--- config.mk ---
export PLATFORM = sky130hd
export DESIGN_NAME = tlbc_top
export DESIGN_NICKNAME = d
export VERILOG_FILES = /design/src/rtl/tlbc_pkg.sv /design/src/rtl/tlbc_top.sv
export VERILOG_INCLUDE_DIRS = /design/src /design/src/rtl
export SDC_FILE = /design/constraint.sdc
export NUM_CORES = 1
export LEC_CHECK = 0
export BUFFER_PORTS_ARGS = -buffer_cell sky130_fd_sc_hd__buf_4
export CORE_AREA = 2 2 435 221
export DETAILED_ROUTE_END_ITERATION = 10
export DIE_AREA = 0 0 437 223
export GPL_TIMING_DRIVEN = 0
export HOLD_SLACK_MARGIN = 0.06
export PLACE_DENSITY_LB_ADDON = 0.2
export SETUP_SLACK_MARGIN = 0.02
export SLEW_MARGIN = 25
export SYNTH_ARGS = -nofsm -noshare
export SYNTH_HDL_FRONTEND = slang
export SYNTH_SLANG_ARGS = --single-unit
--- constraint.sdc ---
create_clock -name i_mclk -period 2.55 [get_ports i_mclk]
set_input_delay 0.6375 -clock i_mclk [delete_from_list [all_inputs] [get_ports i_mclk]]
set_output_delay 0.6375 -clock i_mclk [all_outputs]
set_load 0.01 [all_outputs]
--- src/rtl/tlbc_map.svh ---
// Register indices, field positions and reset values of the translation block
`ifndef TLBC_MAP_SVH
`define TLBC_MAP_SVH
// Register indices; byte address is four times the index
`define TLBC_IDX_PAGE_MASK 6'h05
`define TLBC_IDX_BOUNDARY 6'h06
`define TLBC_IDX_FAULT_VA 6'h08
`define TLBC_IDX_ENTRY_HI 6'h0a
`define TLBC_IDX_RANDOM 6'h10
`define TLBC_IDX_CONFIG 6'h11
`define TLBC_IDX_MODE 6'h12
// Field positions
`define TLBC_MASK_LSB 13
`define TLBC_MASK_MSB 24
`define TLBC_PAGE_PAIR_NUMBER_LSB 13
`define TLBC_CFG_ONCHIP_BIT 3
`define TLBC_MODE_UM_BIT 0
`define TLBC_MODE_EXL_BIT 1
`define TLBC_MODE_ERL_BIT 2
// Reset values and bounds
`define TLBC_RAND_TOP 4'hf
`define TLBC_BOUNDARY_RST 6'h00
`define TLBC_CONFIG_RST 4'h0
`define TLBC_MODE_RST 3'h4
`define TLBC_NUM_ENTRIES 16
// Unmapped segment bases
`define TLBC_SEG0_BASE 32'h8000_0000
`define TLBC_SEG1_BASE 32'ha000_0000
`endif

--- src/rtl/tlbc_pkg.sv ---
// Types shared by the translation control block
package tlbc_pkg;
  // Address segment chosen by the decoder
  typedef enum logic [2:0] {
    SEG_USER = 3'b000,
    SEG_UNMAPPED_CACHED = 3'b001,
    SEG_UNMAPPED_UNCACHED = 3'b010,
    SEG_MAPPED_KERNEL = 3'b011,
    SEG_ONCHIP = 3'b100,
    SEG_ADDR_ERR = 3'b101
  } tlbc_seg_type;
  // Exception kinds reported by the pipeline
  typedef enum logic [2:0] {
    EXC_ADDR_ERR = 3'b000,
    EXC_TLB_INVALID = 3'b001,
    EXC_TLB_MODIFIED = 3'b010,
    EXC_TLB_REFILL = 3'b011,
    EXC_VC_DATA = 3'b100,
    EXC_VC_INSTR = 3'b101,
    EXC_BUS_ERR = 3'b110,
    EXC_OTHER = 3'b111
  } tlbc_exc_type;
  // One translation buffer entry, high half only
  typedef struct packed {
    logic valid;
    logic global_both;
    logic [18:0] page_pair_number;
    logic [7:0] process_space_tag;
    logic [11:0] page_size_mask;
  } tlbc_entry_type;
  // Registered answer to a translation request
  typedef struct packed {
    logic valid;
    tlbc_seg_type seg;
    logic mapped;
    logic hit;
    logic [3:0] hit_index;
    logic [31:0] phys_addr;
    logic uncached;
    logic [2:0] cache_attr;
  } tlbc_xlate_type;
endpackage

--- src/rtl/tlbc_top.sv ---
// Translation control: mask, boundary, fault capture, modes, segments
//
// Chosen here: the APB register port.
`timescale 1ns/1ps
`include "tlbc_map.svh"
module tlbc_top (
  input wire logic i_mclk,
  input wire logic i_reset_n,
  input wire logic i_psel,
  input wire logic i_penable,
  input wire logic i_pwrite,
  input wire logic [7:0] i_paddr,
  input wire logic [31:0] i_pwdata,
  output logic [31:0] o_prdata,
  output logic o_pready,
  output logic o_pslverr,
  input wire logic i_instr_valid,
  input wire logic i_exc_valid,
  input wire tlbc_pkg::tlbc_exc_type i_exc_code,
  input wire logic [31:0] i_exc_vaddr,
  input wire logic i_exception_return_op,
  input wire logic i_tlb_wr_indexed,
  input wire logic i_tlb_wr_random,
  input wire logic [3:0] i_tlb_index,
  input wire logic i_tlb_global_both,
  input wire logic i_xlate_req,
  input wire logic [31:0] i_xlate_va,
  output tlbc_pkg::tlbc_xlate_type o_xlate,
  output logic o_kernel_mode
);

  // Software visible state
  logic [11:0] page_size_mask_r; // Mask bits 24:13 only
  logic [5:0] boundary_r; // Locked entry count
  logic [3:0] random_r; // Replacement pointer
  logic [31:0] fault_va_r; // Faulting virtual address
  logic [18:0] ehi_pair_r; // Entry high page pair number
  logic [7:0] ehi_tag_r; // Entry high space tag
  logic [3:0] config_r; // Attr in 2:0, on-chip disable in 3
  logic user_mode_bit_r;
  logic exception_level_bit_r;
  logic error_level_bit_r;
  logic user_mode_bit_nxt;
  logic exception_level_bit_nxt;
  logic error_level_bit_nxt;
  // Bus handshake state
  logic [31:0] prdata_nxt;
  logic slverr_nxt;
  // Entry array
  tlbc_pkg::tlbc_entry_type entry_r [`TLBC_NUM_ENTRIES];
  logic [`TLBC_NUM_ENTRIES-1:0] match_vec;
  tlbc_pkg::tlbc_xlate_type xlate_nxt;

  // Decoded bus strobes
  logic setup_cyc;
  logic wr_go;
  logic [5:0] reg_idx;
  logic mapped_reg;
  logic wr_mask;
  logic wr_bound;
  logic wr_ehi;
  logic wr_cfg;
  logic wr_mode;
  logic exc_addressing;
  logic exc_xlate;
  logic user_now;

  assign setup_cyc = i_psel & ~i_penable;
  assign wr_go = i_psel & i_penable & i_pwrite & o_pready;
  assign reg_idx = i_paddr[7:2];
  assign wr_mask = wr_go & (reg_idx == `TLBC_IDX_PAGE_MASK);
  assign wr_bound = wr_go & (reg_idx == `TLBC_IDX_BOUNDARY);
  assign wr_ehi = wr_go & (reg_idx == `TLBC_IDX_ENTRY_HI);
  assign wr_cfg = wr_go & (reg_idx == `TLBC_IDX_CONFIG);
  assign wr_mode = wr_go & (reg_idx == `TLBC_IDX_MODE);

  // Exceptions that record an address
  assign exc_addressing = i_exc_valid &
    (i_exc_code != tlbc_pkg::EXC_BUS_ERR) &
    (i_exc_code != tlbc_pkg::EXC_OTHER);
  // Exceptions that reload entry high
  assign exc_xlate = i_exc_valid &
    ((i_exc_code == tlbc_pkg::EXC_TLB_REFILL) |
     (i_exc_code == tlbc_pkg::EXC_TLB_INVALID) |
     (i_exc_code == tlbc_pkg::EXC_TLB_MODIFIED));

  // Read mux, unmapped indices flagged
  always_comb begin
    prdata_nxt = 32'h0000_0000;
    mapped_reg = 1'b1;
    unique case (reg_idx)
      `TLBC_IDX_PAGE_MASK:
        prdata_nxt[`TLBC_MASK_MSB:`TLBC_MASK_LSB] = page_size_mask_r;
      `TLBC_IDX_BOUNDARY: prdata_nxt[5:0] = boundary_r;
      `TLBC_IDX_FAULT_VA: prdata_nxt = fault_va_r;
      `TLBC_IDX_ENTRY_HI: prdata_nxt = {ehi_pair_r, 5'h00, ehi_tag_r};
      `TLBC_IDX_RANDOM: prdata_nxt[3:0] = random_r;
      `TLBC_IDX_CONFIG: prdata_nxt[3:0] = config_r;
      `TLBC_IDX_MODE: prdata_nxt[2:0] = {error_level_bit_r,
        exception_level_bit_r, user_mode_bit_r};
      default: mapped_reg = 1'b0;
    endcase
    slverr_nxt = ~mapped_reg;
  end

  // Bus answer: ready in the first access cycle
  always_ff @(posedge i_mclk or negedge i_reset_n) begin
    if (!i_reset_n) begin
      o_pready <= 1'b0;
      o_prdata <= 32'h0000_0000;
      o_pslverr <= 1'b0;
    end else if (setup_cyc) begin
      o_pready <= 1'b1;
      o_prdata <= prdata_nxt;
      o_pslverr <= slverr_nxt;
    end else begin
      o_pready <= 1'b0;
      o_pslverr <= 1'b0;
    end
  end

  // Page mask register, only the mask field is kept
  always_ff @(posedge i_mclk or negedge i_reset_n) begin
    if (!i_reset_n) begin
      page_size_mask_r <= 12'h000;
    end else if (wr_mask) begin
      page_size_mask_r <= i_pwdata[`TLBC_MASK_MSB:`TLBC_MASK_LSB];
    end
  end

  // Locked entry boundary and configuration
  always_ff @(posedge i_mclk or negedge i_reset_n) begin
    if (!i_reset_n) begin
      boundary_r <= `TLBC_BOUNDARY_RST;
      config_r <= `TLBC_CONFIG_RST;
    end else begin
      if (wr_bound) begin
        boundary_r <= i_pwdata[5:0];
      end
      if (wr_cfg) begin
        config_r <= i_pwdata[3:0];
      end
    end
  end

  // Replacement pointer walks down to the boundary
  always_ff @(posedge i_mclk or negedge i_reset_n) begin
    if (!i_reset_n) begin
      random_r <= `TLBC_RAND_TOP;
    end else if (wr_bound) begin
      random_r <= `TLBC_RAND_TOP;
    end else if (i_instr_valid) begin
      if ({2'b00, random_r} <= boundary_r) begin
        random_r <= `TLBC_RAND_TOP;
      end else begin
        random_r <= random_r - 4'h1;
      end
    end
  end

  // Fault address capture, frozen at exception level
  always_ff @(posedge i_mclk or negedge i_reset_n) begin
    if (!i_reset_n) begin
      fault_va_r <= 32'h0000_0000;
    end else if (exc_addressing && !exception_level_bit_r) begin
      fault_va_r <= i_exc_vaddr;
    end
  end

  // Entry high: hardware load wins over software write
  always_ff @(posedge i_mclk or negedge i_reset_n) begin
    if (!i_reset_n) begin
      ehi_pair_r <= 19'h00000;
      ehi_tag_r <= 8'h00;
    end else if (exc_xlate) begin
      ehi_pair_r <= i_exc_vaddr[31:`TLBC_PAGE_PAIR_NUMBER_LSB];
    end else if (wr_ehi) begin
      ehi_pair_r <= i_pwdata[31:`TLBC_PAGE_PAIR_NUMBER_LSB];
      ehi_tag_r <= i_pwdata[7:0];
    end
  end

  // Mode bits: exception set wins over return and writes
  always_comb begin
    user_mode_bit_nxt = user_mode_bit_r;
    exception_level_bit_nxt = exception_level_bit_r;
    error_level_bit_nxt = error_level_bit_r;
    if (wr_mode) begin
      user_mode_bit_nxt = i_pwdata[`TLBC_MODE_UM_BIT];
      exception_level_bit_nxt = i_pwdata[`TLBC_MODE_EXL_BIT];
      error_level_bit_nxt = i_pwdata[`TLBC_MODE_ERL_BIT];
    end
    if (i_exception_return_op) begin
      // Return drops the error level first
      if (error_level_bit_r) begin
        error_level_bit_nxt = 1'b0;
      end else begin
        exception_level_bit_nxt = 1'b0;
      end
    end
    if (i_exc_valid) begin
      exception_level_bit_nxt = 1'b1;
    end
  end

  // Mode registers and the registered kernel flag
  always_ff @(posedge i_mclk or negedge i_reset_n) begin
    if (!i_reset_n) begin
      user_mode_bit_r <= 1'b0;
      exception_level_bit_r <= 1'b0;
      error_level_bit_r <= 1'b1;
      o_kernel_mode <= 1'b1;
    end else begin
      user_mode_bit_r <= user_mode_bit_nxt;
      exception_level_bit_r <= exception_level_bit_nxt;
      error_level_bit_r <= error_level_bit_nxt;
      o_kernel_mode <= ~(user_mode_bit_nxt & ~exception_level_bit_nxt &
        ~error_level_bit_nxt);
    end
  end

  // Entry writes: random slot or any indexed slot
  always_ff @(posedge i_mclk or negedge i_reset_n) begin
    if (!i_reset_n) begin
      for (int i = 0; i < `TLBC_NUM_ENTRIES; i++) begin
        entry_r[i] <= '0;
      end
    end else if (i_tlb_wr_indexed || i_tlb_wr_random) begin
      // Indexed slot bypasses the boundary
      entry_r[i_tlb_wr_indexed ? i_tlb_index : random_r] <= '{
        valid: 1'b1,
        global_both: i_tlb_global_both,
        page_pair_number: ehi_pair_r,
        process_space_tag: ehi_tag_r,
        page_size_mask: page_size_mask_r};
    end
  end

  // Per entry tag compare under its mask
  generate
    for (genvar g = 0; g < `TLBC_NUM_ENTRIES; g++) begin : g_cmp
      logic [18:0] keep;
      assign keep = ~{7'h00, entry_r[g].page_size_mask};
      assign match_vec[g] = entry_r[g].valid &
        (((entry_r[g].page_pair_number ^
           i_xlate_va[31:`TLBC_PAGE_PAIR_NUMBER_LSB]) & keep) == 19'h00000) &
        (entry_r[g].global_both |
         (entry_r[g].process_space_tag == ehi_tag_r));
    end
  endgenerate

  assign user_now = user_mode_bit_r & ~exception_level_bit_r &
    ~error_level_bit_r;

  // Segment decode and lookup result
  always_comb begin
    xlate_nxt = '0;
    xlate_nxt.valid = i_xlate_req;
    xlate_nxt.cache_attr = config_r[2:0];
    for (int i = `TLBC_NUM_ENTRIES - 1; i >= 0; i--) begin
      if (match_vec[i]) begin
        xlate_nxt.hit = 1'b1;
        xlate_nxt.hit_index = 4'(i);
      end
    end
    if (!i_xlate_va[31]) begin
      xlate_nxt.seg = tlbc_pkg::SEG_USER;
      xlate_nxt.mapped = 1'b1;
    end else if (user_now) begin
      xlate_nxt.seg = tlbc_pkg::SEG_ADDR_ERR;
    end else if (i_xlate_va[31:29] == 3'b100) begin
      xlate_nxt.seg = tlbc_pkg::SEG_UNMAPPED_CACHED;
      xlate_nxt.phys_addr = i_xlate_va - `TLBC_SEG0_BASE;
    end else if (i_xlate_va[31:29] == 3'b101) begin
      xlate_nxt.seg = tlbc_pkg::SEG_UNMAPPED_UNCACHED;
      xlate_nxt.phys_addr = i_xlate_va - `TLBC_SEG1_BASE;
      xlate_nxt.uncached = 1'b1;
    end else if ((i_xlate_va[31:24] != 8'hff) ||
                 config_r[`TLBC_CFG_ONCHIP_BIT]) begin
      xlate_nxt.seg = tlbc_pkg::SEG_MAPPED_KERNEL;
      xlate_nxt.mapped = 1'b1;
    end else begin
      xlate_nxt.seg = tlbc_pkg::SEG_ONCHIP;
      xlate_nxt.phys_addr = i_xlate_va;
      xlate_nxt.uncached = 1'b1;
    end
    if (!xlate_nxt.mapped) begin
      xlate_nxt.hit = 1'b0;
      xlate_nxt.hit_index = 4'h0;
    end
  end

  // Registered translation answer
  always_ff @(posedge i_mclk or negedge i_reset_n) begin
    if (!i_reset_n) begin
      o_xlate <= '0;
    end else begin
      o_xlate <= xlate_nxt;
    end
  end
endmodule

Word-level counts from Yosys, hierarchy flattened. Index checks and enable logic that the tools add are counted.

Bits in registers: 825. Bits in latches: 0. Memory bits (writable): 0. Bits in read-only memories: 0. Input bits: 123. Output and inout port bits: 81. Word-level logic and storage cells: 345. Memories: 0.

Add/subtract/negate cells: 3. $mul: 0. Div/mod/pow operators: 0. $lt $le $gt $ge: 3. Equal/unequal tests: 31. Shifts and indexed selects: 0. Muxes and demuxes: 58. Bitwise logic cells: 123. Reduce and logical (&&, ||, !) cells: 25.

Operators with widths (count): bitwise mux 656 bit (1); bitwise AND 19 bit (16); zero test 19 bit (16); inverter 12 -> 19 bit (16); XOR 19 bit (16); demux 41 bit (select 4 bit) (1); 2-to-1 mux 33 bit (4); == test 8 bit (16); 2-to-1 mux 5 bit (17); subtractor 32 bit (second input constant) (2); bitwise AND 1 bit (48); 2-to-1 mux 41 bit (1); 2-to-1 mux 19 bit (2); case mux 12 bit (3 select lines) (1); 2-to-1 mux 32 bit (1); case mux 7 bit (2 select lines) (2); 2-to-1 mux 4 bit (5); == test 6 x 5 -> 1 bit (second input constant) (3); bitwise OR 1 bit (18); case mux 3 bit (6 select lines) (1); 2-to-1 mux 1 bit (16); == test 6 x 3 -> 1 bit (second input constant) (2); == test 6 x 4 -> 1 bit (second input constant) (2); 2-to-1 mux 3 bit (4); 19 further kinds (32).

Depth between registers and ports, before layout.
Word-level depth: 22. Depth in mapped cells: 11. Mapped depth without buffers: 10.

Worst setup path before layout. No wires, ideal clock.

Path kind: input port to flip-flop. Start point: input port i_xlate_va[29]. End point: register o_xlate[23] (netlist bit). Setup time: 119 ps. Arrival time: 2214 ps. Data required time: 2431 ps. Setup slack: 217 ps. Stages: 10. Buffers on the path: 4. Path through: buf_4 > buf_2 > inv_1 > ha_1 > nor2_1 > o21ai_0 > nor2b_1 > clkbuf_1 > clkbuf_1 > and2_1.

RTL lines: from (decl) (line tlbc_top.sv:27) `input wire logic [31:0] i_xlate_va,`; to (signal assigned) (line tlbc_top.sv:298) `o_xlate <= xlate_nxt;`; to (decl) (line tlbc_top.sv:28) `output tlbc_pkg::tlbc_xlate_type o_xlate,`.

==> results.cfg <==
[status]
outcome = finished with violations
violations = setup timing

[route]
drt_iter0_drc = 2129
ant_nets = 0
routed_wl_mm = 118.4
drt-wirelength-per-cell_um = 26.70
vias = 24150
drt-vias-per-instance = 5.445
drt_pass1_iterations = 7
drc = 0

[global_route]
track_usage_pct = 24.11
grt_max_degree = 143
use_met2_pct = 29.60
grt_remaining_overflow = 0
busiest_layer = met1
grt_util_met1_pct = 38.42
antenna_found_initial = 7
grt_pass1_vias = 24470
grt_pass1_wl_mm = 170.6
grt_use_met3_pct = 9.572

[sta]
fin_crit_ns = 2.825
finalSetupTns_ns = -0.7130
rsz0062_at_grt = yes
slew_headroom_pct = 24.53
timing.hold.ws_ns = 0.03154
setup_viol = 8
fin_skew_ns = 0.02851
fin_ws_ns = -0.2746
max_freq_mhz = 354.0
finalHoldViolations = 0
period_share_pct = 110.8
maxSlewViolCount = 0
tightest_slew_ns = 1.132

[clock_network]
path_clk_slew_ns = 0.06
clock_path_buffers = 3
clkSinkCount = 825
cts_made_buffers = 80
clk_latency_ns = 0.68
cts_tree = built
root_buffer = clkbuf_16
htreeDepth = 3

[critical_path]
critical_path_class = reg2reg
slowest_stage = nor4_4
crit_top_cell = o2111ai_1
cp.required_ns = 3.06
cp-start-kind = flip-flop
crit_fanout = 4
crit_family = simple AND/OR/NAND/NOR gates
r2r_cells = 8
worst_path_largest_cell_delay_ns = 0.59
path_depth = 8
crit_path_end_kind = flip-flop
path_buf_inv = 0
cp.arrival_ns = 3.33
worstPathCellList = xnor2_1 -> nand4_1 -> nor4_4 -> o2111ai_1 -> nand2_1 -> o2111ai_1 -> o2111ai_2 -> a31oi_2

[layout]
design_area_mm2 = 0.04393
utilization_pct = 46.69
nFillCells = 8345
syn_to_final_growth_pct = 18.08
drive_gt1_share_pct = 38.61
num-nets-final = 3226

[floorplan]
dieWidth_um = 437
core_mm2 = 0.09409
ioPinCount = 204
num_rows = 80
die_h_um = 223
die_area_mm2 = 0.09745
start_util_pct = 39.54

[power_and_ir_drop]
seqPwrFrac_pct = 45.7
p_int_mw = 27.33
power_mw = 38.89
ir_drop_uv = 481.6
p_leak_nw = 20.07
power_density_mw_per_mm2 = 885.1
combPwrFrac_pct = 22.3
clockPowerShare_pct = 32.0
power.net_switching_mw = 11.56
switching_share_pct = 29.72

[logic_synthesis]
synth_top_family_by_area = multiplexers
synth_cells = 2817
synth-simple-area-share_pct = 5.021
yosys.area.top_type = dfrtp_1
synth_edf_count = 0
synthXorXnorAreaFrac_pct = 10.17
synth_top_area_share_pct = 55.08
yosysSeqAreaShare_pct = 55.51
syn_area_mm2 = 0.03721
yosys_warnings = 0
avgSynthCellArea_um2 = 13.21
synthTopCellsByArea = dfrtp_1, mux2_2, xnor2_1
synth-seq-cells = 825
synthFlopType = dfrtp_1
syn_nets = 2948
synth_mux_area_share_pct = 22.40
synth-adder-area-share_pct = 0.2690
async_flop_share_pct = 100.0
ys_types = 57
synth_compound_area_share_pct = 3.850

[placement]
gp_congestion = 0.8862
dpl_cell_area_mm2 = 0.04039
hpwl_mm = 85.45
portBuffers = 177

[flow_run]
maxCapViolations = 0

[hold_path]
worstHoldPathType = in2async
[layout by cell type (no fill, tap or decap), types with 5 or more instances in the layout]
cell type,n
a21oi_1,25
and2_1,32
buf_1,12
buf_16,8
buf_2,43
buf_4,220
buf_6,19
bufinv_16,6
clkbuf_1,77
clkbuf_16,85
clkbuf_2,18
clkbuf_4,6
clkbuf_8,17
clkdlybuf4s15_2,6
clkinv_2,16
clkinvlp_4,5
dfrtp_1,818
ha_1,8
inv_1,17
mux2_1,7
mux2_2,693
mux2i_1,45
nand2_1,86
nand2b_1,24
nand3_1,11
nand4_1,64
nor2_1,67
nor2b_1,9
nor3_1,6
nor4_1,6
nor4_4,17
o2111ai_1,8
o211ai_1,5
o21ai_0,50
o22ai_1,95
o31ai_1,9
or2_2,7
xnor2_1,416
xor2_1,14
[Yosys cell counts (2+ instances only)]
library cell,count
a211oi_1,4
a21oi_1,28
a222oi_1,3
a22o_1,3
a31oi_1,2
and2_1,32
and3_1,2
buf_1,31
buf_2,73
buf_4,28
clkbuf_1,71
dfrtp_1,819
dfstp_2,6
ha_1,8
inv_1,18
mux2_1,7
mux2_2,693
mux2i_1,45
nand2_1,86
nand2b_1,25
nand3_1,11
nand3b_1,2
nand4_1,64
nor2_1,70
nor2_2,2
nor2b_1,9
nor3_1,10
nor3b_1,3
nor4_1,23
o2111ai_1,12
o211ai_1,5
o21ai_0,51
o22ai_1,97
o31ai_1,9
o32ai_1,4
or2_2,7
or3_1,3
or3b_2,2
xnor2_1,418
xor2_1,14
[through the flow]
stage,worst slack (ns),instances
after global routing,-0.3043,4432
after floorplan,0.2175,2817
final,-0.2746,4435
after detailed placement,-1.361,4273
after global placement,-8.525,4265
after CTS,-0.1678,4425
[timing repair]
action	4_1_cts	5_1_grt
endpoints found under the setup margin	562	583
buffers inserted	2	4
gates cloned	0	2
endpoints found under the hold margin	70	0
hold buffers	3	0
pin swaps	13	21
gates resized for setup	108	72
[path summary, 6_finish.rpt]
kind	startpoint	to	slack [ns]
setup reg to reg	entry_r[325]	o_xlate[36]	-0.27
hold / removal	i_reset_n	entry_r[76]	0.03
min in group i_mclk	i_exception_return_op	error_level_bit_r	0.16
hold reg to reg	config_r[1]	o_xlate[1]	0.38
setup / recovery	entry_r[325]	o_xlate[36]	-0.27
max in group asynchronous	i_reset_n	o_xlate[19]	0.43
[logic make-up (layout without fill, tap and decap cells)]
family,Yosys count,in the layout
other cells,0,4
mux,745,745
compound gates,227,227
xor+xnor,432,432
simple gates,358,358
flops,825,825
buf+inv,222,565
fa+ha+maj,8,8
[power by group through the flow]
| stage | Combinational [mW] | Clock (mW) | Sequential, mW |
|---|---|---|---|
| global placement | 7.80 | 0 | 17.8 |
| CTS | 8.44 | 12.7 | 17.7 |
| detailed placement | 8.13 | 0 | 17.9 |
| floorplan | 5.77 | 0 | 17.3 |
| finish | 8.68 | 12.4 | 17.8 |
| global route | 9.33 | 13.2 | 18.1 |
[per-layer routing]
layer,up-vias,wire [um]
met2,824,44000
met4,4,2100
met5,-,27
li1,10400,-
met1,12770,59250
met3,151,13030
[area by class of cell]
cell class | count | area, um^2 | share of cell area (%)
repair buffers | 196 | 1688 | 3.842
plain buffers | 204 | 1210 | 2.754
multi-input cells | 1770 | 15990 | 36.40
inverters | 18 | 71.32 | 0.1623
diodes | 4 | 10.01 | 0.02278
well taps | 1271 | 1590 | 3.620
flip-flops and latches | 825 | 20660 | 47.04
clock buffers | 116 | 2371 | 5.397
clock inverters | 31 | 334.1 | 0.7604
[flip-flops by register name, indices dropped and copies added (netlist names), 6 cells and up]
name,cells
entry_r,656
page_size_mask_r,12
fault_va_r,32
o_xlate,46
ehi_tag_r,8
o_prdata,32
ehi_pair_r,19
boundary_r,6
Note: power is estimated with default switching activity, not from simulation.
